$ cat config.mk
export PLATFORM = sky130hd
export DESIGN_NAME = apust_core
export DESIGN_NICKNAME = d
export VERILOG_FILES = /design/src/core/apust_pkg.sv /design/src/core/apust_timer.sv /design/src/core/apust_core.sv
export SDC_FILE = /design/constraint.sdc
export NUM_CORES = 1
export LEC_CHECK = 0
export ABC_AREA = 1
export BUFFER_PORTS_ARGS = -buffer_cell sky130_fd_sc_hd__buf_2
export CORE_ASPECT_RATIO = 1.2
export CORE_MARGIN = 2
export CORE_UTILIZATION = 35
export DETAILED_ROUTE_END_ITERATION = 8
export PLACE_DENSITY = 0.51
export SLEW_MARGIN = 20
export SYNTH_ARGS = -nofsm -noshare
export SYNTH_HDL_FRONTEND = slang
export SYNTH_SLANG_ARGS = --single-unit
$ cat constraint.sdc
create_clock -name MCLK -period 27.9 [get_ports MCLK]
set_input_delay 5.58 -clock MCLK [delete_from_list [all_inputs] [get_ports MCLK]]
set_output_delay 5.58 -clock MCLK [all_outputs]
set_load 0.03 [all_outputs]
$ cat src/core/apust_pkg.sv
// Purpose: shared constants of the arithmetic unit host port
// Assumes: MCLK runs at 40 MHz
// Notes: command codes index the two latency tables
package apust_pkg;

	// ==========================================================
	// Clock and host timing
	localparam int CLK_NS = 25;
	localparam int READ_DATA_TCY10 = 35;
	localparam int READ_STAT_TCY10 = 15;
	localparam int READ_MARGIN_NS = 50;
	localparam int WRITE_READY_LOW_WIDTH_NS = 50;
	localparam int CMD_RECOV_TCY = 4;
	localparam int DATA_RECOV_TCY = 5;
	localparam int END_PULSE_NS = 200;
	// Least times round up, the write stall stays strictly below its limit
	localparam int RD_DATA_CYC = (READ_DATA_TCY10 * CLK_NS + 10 * READ_MARGIN_NS + 10 * CLK_NS - 1) / (10 * CLK_NS);
	localparam int RD_STAT_CYC = (READ_STAT_TCY10 * CLK_NS + 10 * READ_MARGIN_NS + 10 * CLK_NS - 1) / (10 * CLK_NS);
	localparam int WR_READY_RAW = (WRITE_READY_LOW_WIDTH_NS - 1) / CLK_NS;
	localparam int WR_READY_CYC = (WR_READY_RAW < 1) ? 1 : WR_READY_RAW;
	localparam int END_PULSE_CYC = (END_PULSE_NS + CLK_NS - 1) / CLK_NS;

	// ==========================================================
	// Pins, status and command fields
	localparam logic [13:0] PIN_RST = 14'h3f00;
	localparam logic [7:0] STATUS_RST = 8'h00;
	localparam logic [7:0] BUS_RST = 8'h00;
	localparam int CMD_SVC_BIT = 7;
	localparam int ST_BUSY = 7;
	localparam logic [3:0] ERR_NONE = 4'h0;
	localparam logic [3:0] ERR_DIV0 = 4'h8;
	localparam logic [3:0] ERR_NEG = 4'h4;
	localparam logic [3:0] ERR_ARG = 4'hc;
	localparam logic [3:0] ERR_UNDER = 4'h2;
	localparam logic [3:0] ERR_OVER = 4'h1;
	localparam logic [23:0] MANT_HALF = 24'h800000;

	// ==========================================================
	// Commands, in table order
	typedef enum logic [5:0] {
		CMD_FIX16_ADD, CMD_FIX16_SUB, CMD_FIX16_MUL_LOW, CMD_FIX16_MUL_HIGH, CMD_FIX16_DIV,
		CMD_FIX32_ADD, CMD_FIX32_SUB, CMD_FIX32_MUL_LOW, CMD_FIX32_MUL_HIGH, CMD_FIX32_DIV,
		CMD_FLOAT_ADD, CMD_FLOAT_SUB, CMD_FLOAT_MUL, CMD_FLOAT_DIV,
		CMD_FLOAT_TO_FIX16, CMD_FLOAT_TO_FIX32, CMD_FIX16_TO_FLOAT, CMD_FIX32_TO_FLOAT,
		CMD_SQUARE_ROOT_OP, CMD_SINE_OP, CMD_COSINE_OP, CMD_TANGENT_OP,
		CMD_ARCSINE_OP, CMD_ARCCOSINE_OP, CMD_ARCTANGENT_OP,
		CMD_NATURAL_LOG_OP, CMD_COMMON_LOG_OP, CMD_EXPONENTIAL_OP, CMD_POWER_OP,
		CMD_NO_OPERATION, CMD_NEGATE_FIX16, CMD_NEGATE_FIX32, CMD_NEGATE_FLOAT,
		CMD_PUSH_COPY_FIX16, CMD_PUSH_COPY_FIX32, CMD_PUSH_COPY_FLOAT,
		CMD_POP_FIX16, CMD_POP_FIX32, CMD_POP_FLOAT,
		CMD_SWAP_FIX16, CMD_SWAP_FIX32, CMD_SWAP_FLOAT
	} apust_cmd_type;
	localparam logic [5:0] CMD_COUNT = 6'h2a;

	// ==========================================================
	// Execution cycles per command, least and most
	localparam int EXEC_W = 14;
	localparam logic [13:0] LAT_MIN [42] = '{
		14'd17, 14'd30, 14'd84, 14'd80, 14'd84, 14'd21, 14'd38, 14'd194, 14'd182, 14'd208,
		14'd54, 14'd70, 14'd146, 14'd154, 14'd92, 14'd100, 14'd98, 14'd98,
		14'd800, 14'd4464, 14'd4118, 14'd5754, 14'd7668, 14'd7734, 14'd6006,
		14'd4298, 14'd4474, 14'd3794, 14'd8290, 14'd4, 14'd23, 14'd27, 14'd18,
		14'd16, 14'd20, 14'd20, 14'd10, 14'd12, 14'd12, 14'd18, 14'd26, 14'd26};
	localparam logic [13:0] LAT_MAX [42] = '{
		14'd17, 14'd30, 14'd94, 14'd98, 14'd94, 14'd21, 14'd38, 14'd210, 14'd218, 14'd208,
		14'd368, 14'd370, 14'd168, 14'd184, 14'd216, 14'd346, 14'd186, 14'd378,
		14'd800, 14'd4464, 14'd4118, 14'd5754, 14'd7668, 14'd7734, 14'd6006,
		14'd6956, 14'd7132, 14'd4878, 14'd12032, 14'd4, 14'd23, 14'd27, 14'd18,
		14'd16, 14'd20, 14'd20, 14'd10, 14'd12, 14'd12, 14'd18, 14'd26, 14'd26};

endpackage

$ cat src/core/apust_timer.sv
// Purpose: loadable down counter used for every wait in the port
// Assumes: synchronous active-low reset, shared clock enable
// Notes: idle is high while the count stands at zero
`timescale 1ns/10ps
`default_nettype none

module apust_timer #(
	parameter int W = 4
) (
	// Clock and control
	input wire logic clk,
	input wire logic rst_n,
	input wire logic ce,
	// Load and state
	input wire logic load,
	input wire logic [W-1:0] value,
	output logic idle
);

	logic [W-1:0] cnt_q;

	// ==========================================================
	// Count down to zero, a load wins over counting
	always_ff @(posedge clk) begin
		if (!rst_n) begin
			cnt_q <= '0;
		end else if (ce) begin
			if (load) begin
				cnt_q <= value;
			end else if (!idle) begin
				cnt_q <= cnt_q - W'(1);
			end
		end
	end

	assign idle = (cnt_q == '0);

endmodule
`default_nettype wire

$ cat src/core/apust_core.sv
// Purpose: host port, status register and command timing of a stack arithmetic unit
// Assumes: host pins are asynchronous to MCLK; 40 MHz clock
// Notes: 16-bit add, subtract, negate, copy and every pop change the stack; the rest only time and flag
//
// Summary of operation
// - While busy, status reads show only the busy bit as meaningful.
// - A status read drives the status byte onto the data bus.
// - 32-bit fixed add, subtract, multiply and divide take their listed cycles.
// - Float add, subtract, multiply and divide take their listed cycles.
// - Square root and trigonometric commands take their listed cycles.
// - Log, exponential and power commands take their listed cycles.
// - Format conversions take their listed cycles.
// - Push copy and pop commands take their listed cycles.
// - No-operation, swap and negate take their listed cycles.
// - Counts are clock cycles; ranged counts depend on operand data.
// - Common log is natural log times a fixed factor.
// - Power is exponential of y times natural log of x.
// - Derived results keep small relative or absolute error.
// - Every command completion is signalled on the done output.
// - Reads hold ready low a least time, data reads also until execution ends.
// - Idle writes to either port drop ready for under 50 ns.
// - Done pulses briefly if acknowledge tied low, else waits for acknowledge.
// - Done falls and busy clears in the same cycle.
// - Completion raises service request if enabled; service acknowledge clears it.
// - Error field codes divide by zero, negative argument, large argument, range.
`timescale 1ns/10ps
`default_nettype none

module apust_core
	import apust_pkg::*;
(
	// Clock, reset and enable
	input wire logic MCLK,
	input wire logic RST_N,
	input wire logic CE,
	// Host bus strobes
	input wire logic CS_N,
	input wire logic CMD_DATA_SELECT,
	input wire logic RD_N,
	input wire logic WR_N,
	// Host data bus, split
	input wire logic [7:0] DB_I,
	output logic [7:0] DB_O,
	output logic DB_OE,
	// Handshakes
	output logic READY,
	output logic EXEC_DONE_N,
	input wire logic EXEC_DONE_ACK_N,
	output logic SERVICE_REQUEST,
	input wire logic SERVICE_ACK_N
);

	typedef enum logic [1:0] {S_IDLE, S_WAIT, S_HOLD} apust_state_type;

	// ==========================================================
	// Pin synchronisers
	logic [13:0] meta_q;
	logic [13:0] pin_q;

	// Two flops per pin input, the first read only by the second
	always_ff @(posedge MCLK) begin
		if (!RST_N) begin
			meta_q <= PIN_RST;
			pin_q <= PIN_RST;
		end else if (CE) begin
			meta_q <= {CS_N, CMD_DATA_SELECT, RD_N, WR_N, EXEC_DONE_ACK_N, SERVICE_ACK_N, DB_I};
			pin_q <= meta_q;
		end
	end

	wire logic sel_cmd = pin_q[12];
	wire logic rd_act = !pin_q[13] && !pin_q[11];
	wire logic wr_act = !pin_q[13] && !pin_q[10];
	wire logic exec_done_ack_n_n_s = pin_q[9];
	wire logic service_ack_n_n_s = pin_q[8];
	wire logic [7:0] db_s = pin_q[7:0];

	// ==========================================================
	// Declarations
	apust_state_type st_q;
	apust_state_type st_d;
	apust_cmd_type cmd_q;
	logic acc_rd_q;
	logic acc_cmd_q;
	logic busy_q;
	logic svc_en_q;
	logic [3:0] err_q;
	logic carry_q;
	logic [7:0] wdat_q;
	logic [7:0] out_q;
	logic oe_q;
	logic end_low_q;
	logic ack_tied_q;
	logic svc_q;
	logic exec_done_ack_n_prev_q;
	logic service_ack_n_prev_q;
	logic [3:0] ptr_q;
	logic [7:0] stk_q [16];
	logic rdy_idle;
	logic rec_idle;
	logic exec_idle;
	logic end_idle;
	logic [15:0] res16;
	logic [3:0] res_addr;
	logic res_we;
	logic [3:0] ptr_fin;
	logic [3:0] err_fin;
	logic carry_fin;

	// ==========================================================
	// Access sequencing
	wire logic start = (st_q == S_IDLE) && (rd_act || wr_act);
	wire logic start_rd = rd_act;
	// Status reads pass a busy unit, other accesses wait for completion
	wire logic blocked = busy_q && !(acc_rd_q && acc_cmd_q);
	// Writes also wait out the recovery time of the previous write
	wire logic wait_done = (st_q == S_WAIT) && rdy_idle && !blocked && (acc_rd_q || rec_idle);
	wire logic release_acc = (st_q == S_HOLD) && !rd_act && !wr_act;
	wire logic commit_wr = release_acc && !acc_rd_q;
	wire logic push_now = commit_wr && !acc_cmd_q;
	wire logic cmd_now = commit_wr && acc_cmd_q;
	wire logic pop_now = wait_done && acc_rd_q && !acc_cmd_q;
	wire logic fin = busy_q && exec_idle;

	// Ready low time chosen by access kind
	wire logic [3:0] rdy_load = start_rd ? (sel_cmd ? 4'(RD_STAT_CYC - 1) : 4'(RD_DATA_CYC - 1))
		: 4'(WR_READY_CYC - 1);
	wire logic [3:0] rec_load = acc_cmd_q ? 4'(CMD_RECOV_TCY - 1) : 4'(DATA_RECOV_TCY - 1);

	// Next access state
	always_comb begin
		st_d = st_q;
		case (st_q)
			S_IDLE: begin
				if (start) begin
					st_d = S_WAIT;
				end
			end
			S_WAIT: begin
				if (wait_done) begin
					st_d = S_HOLD;
				end
			end
			S_HOLD: begin
				if (release_acc) begin
					st_d = S_IDLE;
				end
			end
			default: begin
				st_d = S_IDLE;
			end
		endcase
	end

	// Access state and kind
	always_ff @(posedge MCLK) begin
		if (!RST_N) begin
			st_q <= S_IDLE;
			acc_rd_q <= 1'b0;
			acc_cmd_q <= 1'b0;
		end else if (CE) begin
			st_q <= st_d;
			if (start) begin
				acc_rd_q <= start_rd;
				acc_cmd_q <= sel_cmd;
			end
		end
	end

	// Ready and write recovery timers
	apust_timer #(.W(4)) u_rdy (
		.clk(MCLK),
		.rst_n(RST_N),
		.ce(CE),
		.load(start),
		.value(rdy_load),
		.idle(rdy_idle)
	);

	apust_timer #(.W(4)) u_rec (
		.clk(MCLK),
		.rst_n(RST_N),
		.ce(CE),
		.load(commit_wr),
		.value(rec_load),
		.idle(rec_idle)
	);

	// ==========================================================
	// Stack and status view
	wire logic [3:0] p1 = ptr_q - 4'h1;
	wire logic [3:0] p2 = ptr_q - 4'h2;
	wire logic [3:0] p3 = ptr_q - 4'h3;
	wire logic [3:0] n2 = ptr_q + 4'h2;
	wire logic [15:0] tos16 = {stk_q[ptr_q], stk_q[p1]};
	wire logic [15:0] nos16 = {stk_q[p2], stk_q[p3]};
	wire logic tos32_zero = (tos16 == 16'h0000) && (nos16 == 16'h0000);
	wire logic [6:0] tos_exp = stk_q[ptr_q][6:0];
	wire logic [23:0] tos_mant = {stk_q[p1], nos16};
	wire logic tos_neg = stk_q[ptr_q][7];
	// Float magnitude above one
	wire logic arg_big = !tos_exp[6] && ((tos_exp > 7'h01) || ((tos_exp == 7'h01) && (tos_mant != MANT_HALF)));
	wire logic [7:0] status_full = {1'b0, tos_neg, tos16 == 16'h0000, err_q, carry_q};
	// Flags other than busy are hidden while executing
	wire logic [7:0] status_view = busy_q ? (8'h01 << ST_BUSY) : status_full;
	wire logic [3:0] ptr_d = push_now ? ptr_q + 4'h1 : pop_now ? p1 : fin ? ptr_fin : ptr_q;

	// Stack bytes, kept across reset
	always_ff @(posedge MCLK) begin
		if (CE) begin
			if (push_now) begin
				stk_q[ptr_d] <= wdat_q;
			end else if (fin && res_we) begin
				stk_q[res_addr] <= res16[15:8];
				stk_q[res_addr - 4'h1] <= res16[7:0];
			end
		end
	end

	// ==========================================================
	// Command results and error codes
	wire logic [16:0] sum17 = {1'b0, nos16} + {1'b0, tos16};
	wire logic [16:0] dif17 = {1'b0, nos16} - {1'b0, tos16};
	wire logic add_ovf = (nos16[15] == tos16[15]) && (sum17[15] != nos16[15]);
	wire logic sub_ovf = (nos16[15] != tos16[15]) && (dif17[15] != nos16[15]);

	// Result of the finishing command
	always_comb begin
		res16 = tos16;
		res_addr = ptr_q;
		res_we = 1'b0;
		ptr_fin = ptr_q;
		err_fin = ERR_NONE;
		carry_fin = 1'b0;
		case (cmd_q)
			CMD_FIX16_ADD: begin
				res16 = sum17[15:0];
				res_addr = p2;
				res_we = 1'b1;
				ptr_fin = p2;
				carry_fin = sum17[16];
				err_fin = add_ovf ? ERR_OVER : ERR_NONE;
			end
			CMD_FIX16_SUB: begin
				res16 = dif17[15:0];
				res_addr = p2;
				res_we = 1'b1;
				ptr_fin = p2;
				carry_fin = dif17[16];
				err_fin = sub_ovf ? ERR_OVER : ERR_NONE;
			end
			CMD_NEGATE_FIX16: begin
				res16 = 16'h0000 - tos16;
				res_we = 1'b1;
				err_fin = (tos16 == 16'h8000) ? ERR_OVER : ERR_NONE;
			end
			CMD_PUSH_COPY_FIX16: begin
				res_addr = n2;
				res_we = 1'b1;
				ptr_fin = n2;
			end
			CMD_FIX16_DIV: begin
				err_fin = (tos16 == 16'h0000) ? ERR_DIV0 : ERR_NONE;
			end
			CMD_FIX32_DIV, CMD_FLOAT_DIV: begin
				err_fin = tos32_zero ? ERR_DIV0 : ERR_NONE;
			end
			CMD_SQUARE_ROOT_OP, CMD_NATURAL_LOG_OP, CMD_COMMON_LOG_OP, CMD_POWER_OP: begin
				err_fin = tos_neg ? ERR_NEG : ERR_NONE;
			end
			CMD_ARCSINE_OP, CMD_ARCCOSINE_OP: begin
				err_fin = arg_big ? ERR_ARG : ERR_NONE;
			end
			CMD_POP_FIX16: begin
				ptr_fin = p2;
			end
			CMD_POP_FIX32, CMD_POP_FLOAT: begin
				ptr_fin = ptr_q - 4'h4;
			end
			default: begin
				err_fin = ERR_NONE;
			end
		endcase
	end

	// ==========================================================
	// Command latency
	wire logic [5:0] new_code = (wdat_q[5:0] < CMD_COUNT) ? wdat_q[5:0] : 6'(CMD_NO_OPERATION);
	wire logic [13:0] lat_min = LAT_MIN[new_code];
	wire logic [13:0] lat_span = LAT_MAX[new_code] - lat_min;
	// Operand byte places a ranged count between its limits
	wire logic [21:0] lat_scaled = lat_span * stk_q[ptr_q];
	wire logic [13:0] lat_cyc = lat_min + lat_scaled[21:8];
	wire logic [13:0] exec_load = lat_cyc - 14'h0001;

	apust_timer #(.W(EXEC_W)) u_exec (
		.clk(MCLK),
		.rst_n(RST_N),
		.ce(CE),
		.load(cmd_now),
		.value(exec_load),
		.idle(exec_idle)
	);

	// Busy, command and result status
	always_ff @(posedge MCLK) begin
		if (!RST_N) begin
			busy_q <= 1'b0;
			cmd_q <= CMD_NO_OPERATION;
			svc_en_q <= 1'b0;
			{err_q, carry_q} <= STATUS_RST[4:0];
			ptr_q <= 4'h0;
		end else if (CE) begin
			ptr_q <= ptr_d;
			if (cmd_now) begin
				busy_q <= 1'b1;
				cmd_q <= apust_cmd_type'(new_code);
				svc_en_q <= wdat_q[CMD_SVC_BIT];
			end else if (fin) begin
				busy_q <= 1'b0;
				err_q <= err_fin;
				carry_q <= carry_fin;
			end
		end
	end

	// ==========================================================
	// Host data path
	always_ff @(posedge MCLK) begin
		if (!RST_N) begin
			wdat_q <= BUS_RST;
			out_q <= BUS_RST;
			oe_q <= 1'b0;
		end else if (CE) begin
			if ((st_q == S_HOLD) && wr_act) begin
				wdat_q <= db_s;
			end
			if (wait_done && acc_rd_q) begin
				out_q <= acc_cmd_q ? status_view : stk_q[ptr_q];
			end
			oe_q <= (st_d == S_HOLD) && acc_rd_q;
		end
	end

	// ==========================================================
	// Done and service request
	wire logic exec_done_ack_n_fall = exec_done_ack_n_prev_q && !exec_done_ack_n_n_s;
	wire logic service_ack_n_fall = service_ack_n_prev_q && !service_ack_n_n_s;
	wire logic end_release = ack_tied_q ? end_idle : exec_done_ack_n_fall;

	apust_timer #(.W(4)) u_end (
		.clk(MCLK),
		.rst_n(RST_N),
		.ce(CE),
		.load(fin),
		.value(4'(END_PULSE_CYC)),
		.idle(end_idle)
	);

	// Completion sets win over acknowledges in the same cycle
	always_ff @(posedge MCLK) begin
		if (!RST_N) begin
			end_low_q <= 1'b0;
			ack_tied_q <= 1'b0;
			svc_q <= 1'b0;
			exec_done_ack_n_prev_q <= 1'b1;
			service_ack_n_prev_q <= 1'b1;
		end else if (CE) begin
			exec_done_ack_n_prev_q <= exec_done_ack_n_n_s;
			service_ack_n_prev_q <= service_ack_n_n_s;
			if (fin) begin
				end_low_q <= 1'b1;
				ack_tied_q <= !exec_done_ack_n_n_s;
			end else if (end_release) begin
				end_low_q <= 1'b0;
			end
			if (fin && svc_en_q) begin
				svc_q <= 1'b1;
			end else if (service_ack_n_fall) begin
				svc_q <= 1'b0;
			end
		end
	end

	// ==========================================================
	// Outputs
	assign READY = (st_q != S_WAIT);
	assign EXEC_DONE_N = !end_low_q;
	assign SERVICE_REQUEST = svc_q;
	assign DB_O = out_q;
	assign DB_OE = oe_q;

endmodule
`default_nettype wire

# Word level (Yosys, flattened, before mapping)
# Memory sizes are Yosys's and may differ from the RTL's. A register that Yosys moved wholly into a read port is not among the register bits.
# Cells that the tools add are included.
# totals
reg_bits	97
latch_bits	0
ram_bits	128
mem_bits_ro	1792
in_bits	17
out_inout_bits	12
elab_cells	211
memories	3
# memory_table
memory	depth	width	read_ports	rd_clocked_by_memory_dff	wr	line	text
(name not given)	64	14	1	0	0	apust_core.sv:290	wire logic [13:0] lat_span = LAT_MAX[new_code] - lat_min;
(name not given)	64	14	1	0	0	apust_core.sv:289	wire logic [13:0] lat_min = LAT_MIN[new_code];
stk_q	16	8	4	1	2	apust_core.sv:98	logic [7:0] stk_q [16];
# classes
add_sub_neg	17
mul	1
div	0
magnitude_cmp	3
n_eq_ne	30
n_shift	0
mux	57
bitwise_logic	2
n_reduce_logical	75
# ops
cell	n
2-to-1 mux 14 bit	6
2-to-1 mux 4 bit	15
case mux 16 bit (3 select lines)	1
equality test 6 x 5 -> 1 bit (second input constant)	7
logical NOT 16 bit	2
case mux 4 bit (7 select lines)	1
subtractor 14 x 1 -> 14 bit (second input constant)	2
logical AND 1 bit	27
equality test 6 bit (second input constant)	4
2-to-1 mux 8 bit	3
inequality test 24 bit (second input constant)	1
AND reduction 2 bit	12
multiplier 14 x 8 -> 22 bit	1
subtractor 4 x 1 -> 4 bit (second input constant)	5
2-to-1 mux 1 bit	19
adder 16 x 16 -> 17 bit	1
subtractor 16 x 16 -> 17 bit	1
equality test 16 bit (second input constant)	1
subtractor 1 x 16 -> 16 bit (first input constant)	1
adder 14 bit	1
logical NOT 14 bit	1
subtractor 14 bit	1
logical NOT 1 bit	13
equality test 6 x 4 -> 1 bit (second input constant)	2
34 further kinds	57

# Longest topological paths before layout
# logic_depth
word_depth	12
mapped_depth	53
ltp_nobuf	53

# Cells and area by module
# Synthesis repeated with hierarchy kept, for this count alone.
# hier_totals
hier_cells	3716
hier_area_um2	23706.5
# modules_own_cells
mod	instances	cells_per_inst	area_per_inst_um2	seq_area_each_um2
apust_core	1	3419	21871.0	5325.1
apust_timer (u_exec)	1	168	1028.5	280.3
apust_timer (u_end ...)	3	43	269.0	80.1

# Worst setup path after synthesis
# No wires, ideal clock.
# synth_timing
path_kind	flip-flop to flip-flop
from	register wdat_q[2]
to	register u_exec.cnt_q[12]
setup_ns	0.070
t_arrival_ns	8.794
t_required_ns	27.830
path_slack_ns	19.036
path_stages_with_launch	51
path_buffers	0
period_less_slack_ns	8.864
path_cell_list	dfxtp_1 > inv_1 > nand2_1 > a21oi_1 > nor2_1 > nor2_1 > inv_1 > ha_1 > inv_1 > nor2_1 > o21ai_0 > nand2_1 > a22o_1 > ha_1 > a21oi_1 > o21ai_0 > a21oi_1 > nor2_1 > [15 not listed] > nor2_1 > nand2_1 > o31ai_1 > a31oi_1 > xor2_1 > ha_1 > inv_1 > ha_1 > a21oi_1 > o21ai_0 > a21oi_1 > o21ai_0 > a21oi_1 > nor2_1 > nor2_1 > xnor2_1 > nand2_1 > a21oi_1
# synth_between
elab_chain_len	11
elab_cells_between_ends	14
cone_classes	3 x add/sub; 1 x mul; 1 x order compare; 6 x mux; 1 x bitwise; 2 x memory
# synth_rtl
element	line	text
from (decl)	apust_core.sv:89	logic [7:0] wdat_q;
from (signal assigned)	apust_core.sv:336	wdat_q <= db_s;
less-than comparator 6 bit (*)	apust_core.sv:288	wire logic [5:0] new_code = (wdat_q[5:0] < CMD_COUNT) ? wdat_q[5:0] : 6'(CMD_NO_OPERATION);
2-to-1 mux 6 bit (*)	apust_core.sv:288	
named net new_code[0]	apust_core.sv:288	
NOT 6 -> 7 bit (not written as such) (*)	apust_core.sv:289, apust_core.sv:290	
memory (64 x 14 bit), on equally long branches	-	
2-to-1 mux 14 bit, on equally long branches (2 in series)	apust_core.sv:290, apust_core.sv:289	
subtractor 14 bit	apust_core.sv:290	
multiplier 14 x 8 -> 22 bit	apust_core.sv:292	wire logic [21:0] lat_scaled = lat_span * stk_q[ptr_q];
adder 14 bit (*)	apust_core.sv:293	wire logic [13:0] lat_cyc = lat_min + lat_scaled[21:8];
subtractor 14 x 1 -> 14 bit (*)	apust_core.sv:294	wire logic [13:0] exec_load = lat_cyc - 14'h0001;
2-to-1 mux 14 bit (*)	apust_timer.sv:28	if (load) begin
to (signal assigned)	apust_timer.sv:29	cnt_q <= value;
to (signal assigned)	apust_timer.sv:31	cnt_q <= cnt_q - W'(1);
to (decl)	apust_timer.sv:20	logic [W-1:0] cnt_q;
# Mark *: on every way through the listed nets, which the timed path passes. The rest lies on a longest branch. The select of a mux whose other input is x is not followed.
# A chain may end at the register's enable or synchronous reset.

# Worst setup path after layout
# layout_timing
from	register wdat_q[2]
to	register u_exec.cnt_q[12]
# layout_between
elab_chain_len	11
elab_cells_between_ends	14
cone_classes	3 x add/sub; 1 x mul; 1 x order compare; 6 x mux; 1 x bitwise; 2 x memory
# layout_rtl
element	line
less-than comparator 6 bit	apust_core.sv:288
2-to-1 mux 6 bit (*)	apust_core.sv:288
NOT 6 -> 7 bit (not written as such) (*)	apust_core.sv:289, apust_core.sv:290
memory (64 x 14 bit), on equally long branches	-
2-to-1 mux 14 bit, on equally long branches (2 in series)	apust_core.sv:290, apust_core.sv:289
subtractor 14 bit	apust_core.sv:290
multiplier 14 x 8 -> 22 bit	apust_core.sv:292
adder 14 bit (*)	apust_core.sv:293
subtractor 14 x 1 -> 14 bit (*)	apust_core.sv:294
2-to-1 mux 14 bit (*)	apust_timer.sv:28
# Every way passes the cells marked *; elsewhere a longest branch is shown, timed or not. The select of a mux whose other input is x is not followed.

==> impl_metrics.json <==
{
  "syn_area_sq_um": 23300,
  "crit_path_start_kind": "register",
  "nFillCells": 7210,
  "drt_iter0_drc": 2344,
  "routed_wl_mm": 94.2,
  "fmaxAchievable_ghz": 0.0933,
  "period_needed_ps": 10720,
  "cts-buffers-inserted": 28,
  "place.gp.congestion": 0.956,
  "cts_hold_buf": 0,
  "port_buffers": 28,
  "avgRoutedWirePerCell_um": 21.2,
  "fin_crit_sh": 0.384,
  "min_path_type": "register to register",
  "async_reset_ff_frac": 0,
  "p_switching_mw": 0.583,
  "r2r-end": "u_exec.cnt_q[12]$_SDFFE_PN0P_",
  "top_usage_layer": "met2",
  "hold_depth": 2,
  "pin_count": 29,
  "grt_antenna_before_repair": 0,
  "drc": 0,
  "viasPerCell": 5.42,
  "status": "completed",
  "setup_tns_ps": 0,
  "tightest_slew_ps": 1150,
  "insertedDiodeCount": 0,
  "combPwrFrac": 0.429,
  "synth-main-ff-cell": "edfxtp_1",
  "crit_fanout": 18,
  "cts_htree_levels": 1,
  "setup_viol": 0,
  "min_to": "meta_q[13]$_SDFFE_PN1P_",
  "crit_family": "adder cells",
  "synth_cells": 3595,
  "grt_overflow_total": 0,
  "grt_pass1_wl_mm": 142,
  "crit_arrival_ps": 11210,
  "grtUsageMet1": 0.339,
  "power.density_nw_per_um2": 53.7,
  "vdd_ir_drop_max_v": 0.0000433,
  "internal_power_mw": 0.765,
  "core-area_sq_um": 65900,
  "r2r_cells": 47,
  "synth-seq-area-share": 0.251,
  "fin_nets": 3757,
  "cts_tree": "yes",
  "clockBufferDepth": 3,
  "p_leak_nw": 11.6,
  "synth.distinct_cells": 61,
  "cp_slowest_cell": "nor2_1",
  "clk_pin_slew_ps": 60,
  "grt_util_met2": 0.470,
  "slowest_delay_ps": 670,
  "maxCapViolations": 0,
  "min_from": "meta_q[13]$_SDFFE_PN1P_",
  "synth-seq-cells": 228,
  "critical_path_buf_inv_count": 8,
  "seq_power_share": 0.282,
  "synth-edff-count": 128,
  "dpl.hpwl_mm": 68.2,
  "fin_skew_ps": 23.5,
  "insertion_delay_ps": 580,
  "p_sw_frac": 0.433,
  "yosysWarnings": 0,
  "r2r-start": "wdat_q[2]$_SDFFE_PN0P_",
  "r2r_setup_slack_ps": 17180,
  "p_total_mw": 1.35,
  "die_y_um": 287,
  "multi_input_area_sq_um": 15000,
  "dr.pass1.iters": 6,
  "vias": 24119,
  "dieWidth_um": 239,
  "crit_path_frequent_cell": "nor2_1",
  "seq_area_sq_um": 5850,
  "cts_resized": 0,
  "synthToLayoutAreaGrowth_pct": 7.80,
  "grt_pass1_vias": 23066,
  "pwr-share-clk": 0.289,
  "rows": 103,
  "synthesis.nets": 3812,
  "die_area_sq_um": 68600,
  "path_class": "register to register",
  "critPathCaptureType": "register",
  "initial_core_util": 0.354,
  "met3_usage": 0.0246,
  "rsz0062_at_grt": "false",
  "cts_root_buffer": "clkbuf_16",
  "syn_area_per_cell_sq_um": 6.48,
  "finalMaxSlewViolations": 0,
  "drive_gt1_frac": 0.0699,
  "grt_max_degree": 104,
  "hold_viol": 0,
  "relSlewSlack": 0.229,
  "worstPathRequired_ps": 28390,
  "cts_num_sinks": 228,
  "ant_nets": 0,
  "cts_setup_buffers": 0,
  "track_usage": 0.274
}
[per-layer routing]
layer,share of wire,vias to the layer above
li1,-,11594
met1,0.40,11269
met2,0.47,979
met3,0.060,277
met4,0.066,0
met5,0,-
[state kept, by name, indices dropped and copies added (netlist names), 2 cells and up, named ones only]
register,cells
ptr_q,4
pin_q,14
err_q,3
wdat_q,8
u_rec.cnt_q,4
DB_O,8
u_rdy.cnt_q,4
u_end.cnt_q,4
meta_q,14
stk_q,128
st_q,2
u_exec.cnt_q,14
cmd_q,6
[logic make-up after synthesis]
| group | count (synthesis) | share of synthesized area |
|---|---|---|
| and+or+nand+nor | 1889 | 0.347 |
| AOI/OAI and AO/OA | 627 | 0.148 |
| buffers and inverters | 599 | 0.103 |
| DFF | 228 | 0.251 |
| adders and majority gates | 200 | 0.129 |
| xor gates and xnor gates | 52 | 0.0213 |
[worst max path at each step]
stage,start,cells after the start,endpoint
after floorplan,wdat_q[2]$_SDFFE_PN0P_,50,u_exec.cnt_q[12]$_SDFFE_PN0P_
after global placement,wdat_q[2]$_SDFFE_PN0P_,47,u_exec.cnt_q[12]$_SDFFE_PN0P_
after detailed placement,wdat_q[2]$_SDFFE_PN0P_,47,u_exec.cnt_q[12]$_SDFFE_PN0P_
after CTS,wdat_q[2]$_SDFFE_PN0P_,47,u_exec.cnt_q[12]$_SDFFE_PN0P_
after global routing,wdat_q[2]$_SDFFE_PN0P_,47,u_exec.cnt_q[12]$_SDFFE_PN0P_
final,wdat_q[2]$_SDFFE_PN0P_,47,u_exec.cnt_q[12]$_SDFFE_PN0P_
[through the flow]
step                      std cells   util  setup WS [ps]  hold WS, ps  cell area (sq um)
final                          4454  0.381          17180          454              25100
after global routing           4454  0.381          16290          479              25100
after CTS                      4454  0.381          17250          458              25100
after detailed placement       4402  0.367          17330          442              24100
after global placement         4402  0.367          17450          442              24100
after floorplan                3595      -          19040          429              23300
[cell type report]
type                    instances  area share
multi-input cells            2768       0.599
flip-flops and latches        228       0.233
inverters                     442      0.0661
well taps                     892      0.0444
clock buffers                  37      0.0321
repair buffers                 72      0.0187
clock inverters                15     0.00648
[cells in the final DEF (no fill, tap or decap), types with 4 or more instances in the layout]
master and count:
nor2_4 23, o211ai_1 46, nor2_2 7, a31oi_1 17, inv_1 399, edfxtp_1 128
clkbuf_1 4, buf_2 28, nand2_2 18, nor3_1 40, or2_2 13, nand3b_1 4
nand4_1 19, xor2_1 29, nand2_4 8, o21ai_0 274, xnor2_1 19, nor2_1 301
buf_4 44, inv_2 36, nor4_1 5, o21bai_1 7, o21ai_1 10, dfxtp_1 97
o22ai_1 6, o221ai_1 4, o31ai_1 7, a21oi_1 223, nor3_2 5, clkbuf_16 30
ha_1 131, clkinv_2 5, nand2_1 1104, clkinv_1 9, fa_1 68, a211oi_1 7
nand3_1 330, a221oi_1 4
[tightest hold or removal path, delay by kind of cell (launching register included)]
family	cells	cell delay (ps)
and+or+nand+nor	2	100
DFF	1	320
[power by group through the flow]
stage,clock network [mW],logic (mW),registers [mW]
floorplan,0,0.401,0.380
global placement,0,0.571,0.386
detailed placement,0,0.570,0.386
CTS,0.395,0.573,0.379
global route,0.407,0.641,0.381
finish,0.390,0.579,0.380
[cells in the mapped netlist, types with 8 or more instances]
cell	n	area [sq um]
nor2_1	301	1130
a31oi_1	17	106
or2_2	13	81.3
nand4_1	19	119
nand2_2	18	113
buf_2	53	265
nor2_4	23	259
xnor2_1	19	166
inv_2	35	131
edfxtp_1	128	3840
buf_6	9	101
xor2_1	29	254
a21oi_1	223	1120
dfxtp_1	100	2000
fa_1	68	1360
nor3_1	40	200
ha_1	132	1650
inv_1	400	1500
nand2_4	8	90.1
nand3_1	330	1650
o211ai_1	46	345
buf_1	12	45.0
clkbuf_1	76	285
o21ai_0	277	1390
nand2_1	1104	4140
Note: power is estimated with default switching activity, not from simulation.
